**src/rtl/dbgcs_defs.svh**
```systemverilog
// Command codes, field positions, reset values and timing counts of the debug register block
`ifndef DBGCS_DEFS_SVH
`define DBGCS_DEFS_SVH

// ----------------------------------------------------------------------------
// Debugger command codes
// ----------------------------------------------------------------------------
`define DBGCS_CMD_RD_STATUS  8'h02
`define DBGCS_CMD_WR_CONTROL 8'h04
`define DBGCS_CMD_RD_CONTROL 8'h05

// ----------------------------------------------------------------------------
// Control field positions
// ----------------------------------------------------------------------------
`define DBGCS_CTL_HALT_BIT   7
`define DBGCS_CTL_BREAKPOINT_ENABLE_BIT  6
`define DBGCS_CTL_ACKEN_BIT  5
`define DBGCS_CTL_RST_BIT    0

// ----------------------------------------------------------------------------
// Status field positions
// ----------------------------------------------------------------------------
`define DBGCS_STAT_DBG_BIT   7
`define DBGCS_STAT_HALT_BIT  6
`define DBGCS_STAT_RPI_BIT   5

// ----------------------------------------------------------------------------
// Reset values and constants
// ----------------------------------------------------------------------------
`define DBGCS_CTL_RESET      8'h00
`define DBGCS_STAT_RESET     8'h00
`define DBGCS_ACK_BYTE       8'hff
`define DBGCS_BRK_OPCODE     8'h00
`define DBGCS_SYSRST_CYCLES  16

`endif

```
**src/rtl/dbgcs_pkg.sv**
```systemverilog
// Types shared by the debug control and status register block
package dbgcs_pkg;

  // --------------------------------------------------------------------------
  // Command decoder states, one-hot
  // --------------------------------------------------------------------------
  typedef enum logic [2:0] {
    DBGCS_IDLE  = 3'b001,
    DBGCS_WDATA = 3'b010,
    DBGCS_RESP  = 3'b100
  } dbgcs_state_e;

  // Byte channel to and from the serial link
  typedef struct packed {
    logic       valid;
    logic [7:0] data;
  } dbgcs_byte_s;

  // Control register fields
  typedef struct packed {
    logic       halt;
    logic       brk_en;
    logic       ack_en;
    logic [3:0] rsvd;
    logic       rst;
  } dbgcs_ctl_s;

endpackage : dbgcs_pkg

```
**src/rtl/dbgcs_top.sv**
```systemverilog
// Debugger control and status registers with command byte interface
`timescale 1ns/1ps
`include "dbgcs_defs.svh"

// Summary of operation
// - Writing 81H resets, then stays halted
// - Writing 41H resets, then runs
// - Writing 40H in debug resumes running
// - Control bit 7 halts fetch, resets 0
// - Bit 6 clear makes breakpoint a no-op
// - Enabled breakpoint sets halt bit itself
// - Bit 5 sends FFH on breakpoint
// - Status bit 6 shows halt mode
// - Status bit 7 shows debug mode
// - Status bit 5 zero under read protect
// - Read protect: halt bit cannot clear
// - Commands 04H write, 05H read, 02H status
module dbgcs_top #(
  parameter int RST_CYCLES = `DBGCS_SYSRST_CYCLES
) (
  input  wire logic                   SYS_CLK_IN,
  input  wire logic                   ARST_N_IN,
  input  wire dbgcs_pkg::dbgcs_byte_s CMD_IN,
  input  wire logic                   TX_READY_IN,
  input  wire logic                   BRK_DECODE_IN,
  input  wire logic                   CPU_HALT_IN,
  input  wire logic                   READ_PROTECT_IN,
  output dbgcs_pkg::dbgcs_byte_s      TX_OUT,
  output logic                        CPU_STOP_FETCH_OUT,
  output logic                        BRK_AS_NOP_OUT,
  output logic                        DEVICE_RESET_OUT
);
  import dbgcs_pkg::*;

  // Refuse reset lengths the sequencer counter cannot hold
  if (RST_CYCLES < 1 || RST_CYCLES > 65535) begin : g_bad_rst_cycles
    $error("dbgcs_top: RST_CYCLES out of range");
  end

  // --------------------------------------------------------------------------
  // State
  // --------------------------------------------------------------------------
  typedef struct packed {
    dbgcs_state_e state;
    dbgcs_ctl_s   ctl;
    dbgcs_byte_s  tx;
    logic [7:0]   resp;
    logic         ack_pend;
    logic         stop;
    logic         nop;
    logic         devrst;
  } dbgcs_top_s;

  dbgcs_top_s st_r;
  dbgcs_top_s st_nxt;

  logic       seq_busy;
  logic       seq_done;
  logic       seq_start;
  logic [7:0] status_val;
  dbgcs_ctl_s wr_ctl;

  // --------------------------------------------------------------------------
  // Reset sequencer
  // --------------------------------------------------------------------------
  dbgcs_rst_seq #(
    .CYCLES (RST_CYCLES)
  ) u_rst_seq (
    .clk_in    (SYS_CLK_IN),
    .arst_n_in (ARST_N_IN),
    .start_in  (seq_start),
    .busy_out  (seq_busy),
    .done_out  (seq_done)
  );

  // Reset starts while the control reset bit is set and the sequencer is idle
  assign seq_start = st_r.ctl.rst && !seq_busy && !seq_done;

  // Status word assembly
  always_comb begin
    status_val                       = `DBGCS_STAT_RESET;
    status_val[`DBGCS_STAT_DBG_BIT]  = st_r.ctl.halt;
    status_val[`DBGCS_STAT_HALT_BIT] = CPU_HALT_IN;
    status_val[`DBGCS_STAT_RPI_BIT]  = !READ_PROTECT_IN;
  end

  // Write data as it lands in the control register
  always_comb begin
    wr_ctl        = dbgcs_ctl_s'(CMD_IN.data);
    wr_ctl.rsvd   = 4'h0;
    if (READ_PROTECT_IN && st_r.ctl.halt) begin
      wr_ctl.halt = 1'b1;
    end
  end

  // --------------------------------------------------------------------------
  // Next state
  // --------------------------------------------------------------------------
  always_comb begin
    st_nxt = st_r;
    // Byte handshake toward the link
    if (st_r.tx.valid && TX_READY_IN) begin
      st_nxt.tx.valid = 1'b0;
    end
    case (st_r.state)
      DBGCS_IDLE: begin
        if (CMD_IN.valid) begin
          case (CMD_IN.data)
            `DBGCS_CMD_WR_CONTROL: st_nxt.state = DBGCS_WDATA;
            `DBGCS_CMD_RD_CONTROL: begin
              st_nxt.resp  = st_r.ctl;
              st_nxt.state = DBGCS_RESP;
            end
            `DBGCS_CMD_RD_STATUS: begin
              st_nxt.resp  = status_val;
              st_nxt.state = DBGCS_RESP;
            end
            default: st_nxt.state = DBGCS_IDLE;
          endcase
        end
      end
      DBGCS_WDATA: begin
        if (CMD_IN.valid) begin
          st_nxt.ctl   = wr_ctl;
          st_nxt.state = DBGCS_IDLE;
        end
      end
      DBGCS_RESP: begin
        if (!st_nxt.tx.valid && !st_r.ack_pend) begin
          st_nxt.tx.valid = 1'b1;
          st_nxt.tx.data  = st_r.resp;
          st_nxt.state    = DBGCS_IDLE;
        end
      end
      default: st_nxt.state = DBGCS_IDLE;
    endcase
    // Pending acknowledge byte takes the transmitter first
    if (st_r.ack_pend && !st_nxt.tx.valid) begin
      st_nxt.tx.valid = 1'b1;
      st_nxt.tx.data  = `DBGCS_ACK_BYTE;
      st_nxt.ack_pend = 1'b0;
    end
    // Breakpoint: halt only when enabled; a new one outranks the send
    if (BRK_DECODE_IN && st_r.ctl.brk_en) begin
      st_nxt.ctl.halt = 1'b1;
      if (st_r.ctl.ack_en) begin
        st_nxt.ack_pend = 1'b1;
      end
    end
    // Reset bit clears itself when the sequence ends
    if (seq_done) begin
      st_nxt.ctl.rst = 1'b0;
    end
    st_nxt.stop   = st_nxt.ctl.halt;
    st_nxt.nop    = !st_nxt.ctl.brk_en;
    st_nxt.devrst = seq_start || (seq_busy && !seq_done);
  end

  // --------------------------------------------------------------------------
  // Registers
  // --------------------------------------------------------------------------
  always_ff @(posedge SYS_CLK_IN or negedge ARST_N_IN) begin
    if (!ARST_N_IN) begin
      st_r       <= '0;
      st_r.state <= DBGCS_IDLE;
      st_r.ctl   <= dbgcs_ctl_s'(`DBGCS_CTL_RESET);
      st_r.nop   <= 1'b1;
    end else begin
      st_r <= st_nxt;
    end
  end

  // Outputs straight from flip-flops
  assign TX_OUT             = st_r.tx;
  assign CPU_STOP_FETCH_OUT = st_r.stop;
  assign BRK_AS_NOP_OUT     = st_r.nop;
  assign DEVICE_RESET_OUT   = st_r.devrst;

endmodule : dbgcs_top

```
**src/rtl/dbgcs_rst_seq.sv**
```systemverilog
// Device reset sequencer driven by the control reset bit
`timescale 1ns/1ps

module dbgcs_rst_seq #(
  parameter int CYCLES = 16
) (
  input  wire logic clk_in,
  input  wire logic arst_n_in,
  input  wire logic start_in,
  output logic      busy_out,
  output logic      done_out
);

  // Refuse counts that the 16-bit down counter cannot hold
  if (CYCLES < 1 || CYCLES > 65535) begin : g_bad_cycles
    $error("dbgcs_rst_seq: CYCLES out of range");
  end

  typedef struct packed {
    logic [15:0] cnt;
    logic        busy;
    logic        done;
  } dbgcs_seq_s;

  dbgcs_seq_s st_r;
  dbgcs_seq_s st_nxt;

  // Count out the reset, pulse done at its end
  always_comb begin
    st_nxt      = st_r;
    st_nxt.done = 1'b0;
    if (st_r.busy) begin
      if (st_r.cnt == 16'h0001) begin
        st_nxt.busy = 1'b0;
        st_nxt.done = 1'b1;
        st_nxt.cnt  = 16'h0000;
      end else begin
        st_nxt.cnt = st_r.cnt - 16'h0001;
      end
    end else if (start_in) begin
      st_nxt.busy = 1'b1;
      st_nxt.cnt  = 16'(CYCLES);
    end
  end

  // State register
  always_ff @(posedge clk_in or negedge arst_n_in) begin
    if (!arst_n_in) begin
      st_r <= '0;
    end else begin
      st_r <= st_nxt;
    end
  end

  assign busy_out = st_r.busy;
  assign done_out = st_r.done;

endmodule : dbgcs_rst_seq

```
**config.mk**
```make
export PLATFORM = sky130hd
export DESIGN_NAME = dbgcs_top
export DESIGN_NICKNAME = d
export VERILOG_FILES = /design/src/rtl/dbgcs_pkg.sv /design/src/rtl/dbgcs_top.sv /design/src/rtl/dbgcs_rst_seq.sv
export VERILOG_INCLUDE_DIRS = /design/src /design/src/rtl
export SDC_FILE = /design/constraint.sdc
export NUM_CORES = 1
export LEC_CHECK = 0
export BUFFER_PORTS_ARGS = -buffer_cell sky130_fd_sc_hd__buf_2
export CAP_MARGIN = 0
export CORE_ASPECT_RATIO = 1.5
export CORE_MARGIN = 2
export CORE_UTILIZATION = 45
export DETAILED_ROUTE_END_ITERATION = 10
export HOLD_SLACK_MARGIN = 0.08
export PLACE_DENSITY = 0.77
export SLEW_MARGIN = 0
export SYNTH_ARGS = -nofsm -noshare
export SYNTH_HDL_FRONTEND = slang
export SYNTH_SLANG_ARGS = --single-unit
```
**constraint.sdc**
```tcl
create_clock -name SYS_CLK_IN -period 2.05 [get_ports SYS_CLK_IN]
set_input_delay 0.205 -clock SYS_CLK_IN [delete_from_list [all_inputs] [get_ports SYS_CLK_IN]]
set_output_delay 0.205 -clock SYS_CLK_IN [all_outputs]
set_load 0.03 [all_outputs]
```
==> reports/qor.yml <==
die-area_sq_mm: 0.00488
finalSetupViolations: 0
antenna_found_initial: 0
slowest_delay_ns: 0.57
grt_pass1_vias: 1699
synth_cell_types: 49
die_h_um: 84.5
ys_seq_area_share_pct: 49.0
cts_buffers: 5
synth-async-reset-ratio_pct: 100
path_clk_slew_ns: 0.07
syn_inst: 192
start_util_pct: 46.2
hold_path.class: "in2reg"
path_cells: "or4_4 > o41a_1 > buf_6 > a32oi_2 > nand2_1"
power_density_mw_per_mm2: 727
worstPathMaxFanout: 8
overflow: 0
rows: 29
worst-path-buf-inv: 1
drt-total-wl_mm: 4.52
rsz0062_at_grt: "true"
drive_gt1_share_pct: 31.8
root_buffer: "clkbuf_8"
final_common_cell: "dfrtp_1"
fin_worst_skew_ns: 0.00431
port_buffers: 26
crit_slowest_cell: "or4_4"
syn-mean-instance-area_sq_um: 10.1
grt_first_pass_wirelength_mm: 7.49
fmax_ghz: 0.495
drt_pre_antenna_iters: 4
timing.final.crit_share_pct: 98.6
die_x_um: 57.7
critPathCaptureType: "flip-flop"
yosysWarnings: 0
grt_max_degree: 39
final.min_clock_period_ns: 2.02
synth-seq-cells: 38
crit_family: "compound AO/OA/AOI/OAI gates"
syn_to_final_growth_pct: 20.6
clk_latency_ns: 0.29
final_cell_mix: "dfrtp_1 (36), buf_2 (27), buf_4 (24), nand2_1 (17), a21oi_1 (15)"
peakVddDrop_mv: 0.629
cts_tree: "built"
vias: 1660
status: "complete, no violations"
worstPathArrival_ns: 2.18
power_uw: 1710
fillers: 374
htree_levels: 2
io_pins: 27
hold_viol_final: 0
syn_nets: 209
gp_congestion: 0.866
cap_violations: 0
worstMarginPinSlew_ns: 0.830
place.detailed.hpwl_mm: 3.15
synth_edf_count: 0
cp.required_ns: 2.21
routedWlPerCell_um: 15.9
relSlewSlack_pct: 44.7
p_leak_uw: 0.00118
drv_slew: 0
ant_nets: 0
cts_sinks: 38
syn_area_sq_mm: 0.00195
startpoint_type: "flip-flop"
nNetsFinal: 255
gr-usage-all-layers_pct: 19.9
path_class: "reg2reg"
core-area_sq_mm: 0.00421
antenna_cells: 0
route.detailed.drc: 0
clk_path_buf_depth: 2
hold_slack_ns: 0.107
viasPerCell: 5.82
drt_iter0_markers: 50
ys.flop_type: "dfrtp_1"
==> per-layer routing <==
metal  up-vias  part of all wire, %  GRT usage, %
li1        796                    -             -
met2        41                   55          37.2
met3        16                  4.0          4.78
met5         -                    0             0
met4         0                  3.0          9.73
met1       807                   38          19.6
==> worst register-to-register path, stage by stage (launching register included) <==
cell,delay [ns]
dfrtp_1,0.38
or4_4,0.57
o41a_1,0.50
buf_6,0.17
a32oi_2,0.20
nand2_1,0.08
==> synthesized netlist by cell type (2+ instances only) <==
cell | instances | area (sq um)
a21o_1 | 4 | 30.0
a21oi_1 | 15 | 75.1
a22o_1 | 3 | 26.3
a31oi_1 | 7 | 43.8
a32oi_1 | 2 | 17.5
buf_4 | 9 | 67.6
clkbuf_1 | 3 | 11.3
dfrtp_1 | 36 | 901
dfstp_2 | 2 | 52.6
ha_1 | 2 | 25.0
inv_1 | 8 | 30.0
mux2_2 | 3 | 33.8
mux2i_1 | 3 | 30.0
nand2_1 | 17 | 63.8
nand2b_1 | 3 | 18.8
nand3_1 | 3 | 15.0
nor2_1 | 11 | 41.3
nor2b_1 | 2 | 12.5
nor3_1 | 5 | 25.0
nor3b_1 | 3 | 22.5
nor4_1 | 4 | 25.0
o21ai_0 | 8 | 40.0
o21ai_1 | 2 | 10.0
o22a_1 | 8 | 70.1
or3_1 | 2 | 12.5
or3b_2 | 2 | 17.5
or4_1 | 3 | 22.5
==> report_power, final <==
part	switching, uW	leakage [uW]	total (uW)	internal (uW)
registers	25.9	0.000515	809	783
logic	233	0.000625	406	173
clock network	256	0.0000450	492	235
==> flip-flops by register name, summed over array words and instances, names as in the netlist <==
| name | count |
|---|---|
| u_rst_seq.st_r | 16 |
| st_r | 11 |
| TX_OUT | 6 |
| BRK_AS_NOP_OUT | 1 |
| CPU_STOP_FETCH_OUT | 1 |
| DEVICE_RESET_OUT | 1 |
| u_rst_seq.busy_out | 1 |
| u_rst_seq.done_out | 1 |
==> final timing paths <==
check	startpoint	endpoint	slack, ns	depth (start not counted)
max	u_rst_seq.st_r[12]	u_rst_seq.st_r[15]	0.03	5
max reg2reg	u_rst_seq.st_r[12]	u_rst_seq.st_r[15]	0.03	5
max in group asynchronous	ARST_N_IN	st_r[10]	0.97	2
min	CMD_IN[6]	BRK_AS_NOP_OUT	0.11	2
min reg2reg	u_rst_seq.done_out	st_r[21]	0.47	1
min in group asynchronous	ARST_N_IN	TX_OUT[5]	0.55	2
==> per-stage QoR <==
stage | worst slack [ns] | std cells | setup TNS, ns | utilization [%] | area [sq um]
3_3_place_gp | 0.0420 | 272 | 0 | 52.1 | 2190
2_1_floorplan | 0.0332 | 192 | 0 | - | 1950
6_report | 0.0289 | 285 | 0 | 55.7 | 2350
4_1_cts | 0.00862 | 283 | 0 | 54.9 | 2310
3_5_place_dp | -0.0548 | 272 | -0.0641 | 52.1 | 2190
5_1_grt | -0.0261 | 285 | -0.0344 | 55.7 | 2350
==> cell families (layout without fill, tap and decap cells) <==
group                      Yosys count  in the layout  share of synthesized area [%]
and+or+nand+nor                     64             64                           18.2
adders and majority gates            2              2                           1.29
AOI/OAI and AO/OA                   60             60                           21.3
DFF                                 38             38                           49.0
muxes                                6              6                           3.28
buffers and inverters               22             69                           6.94
==> layout make-up <==
class	instances	area, sq um	share of cell area (%)
Sequential cell	38	953	40.6
Multi-Input combinational cell	132	886	37.8
Timing Repair Buffer	53	337	14.3
Clock buffer	6	72.6	3.09
Tap cell	46	57.6	2.45
Inverter	8	30.0	1.28
Clock inverter	2	10.0	0.427
==> timing repair <==
action | in CTS | in global routing
endpoints found under the hold margin | 36 | 0
endpoints found under the setup margin | 4 | 12
gates resized for setup | 5 | 3
hold buffers | 1 | 0
setup buffers | 1 | 2
cloned | 1 | 0
pin swaps | 2 | 1
(Power assumes the default switching activity.)
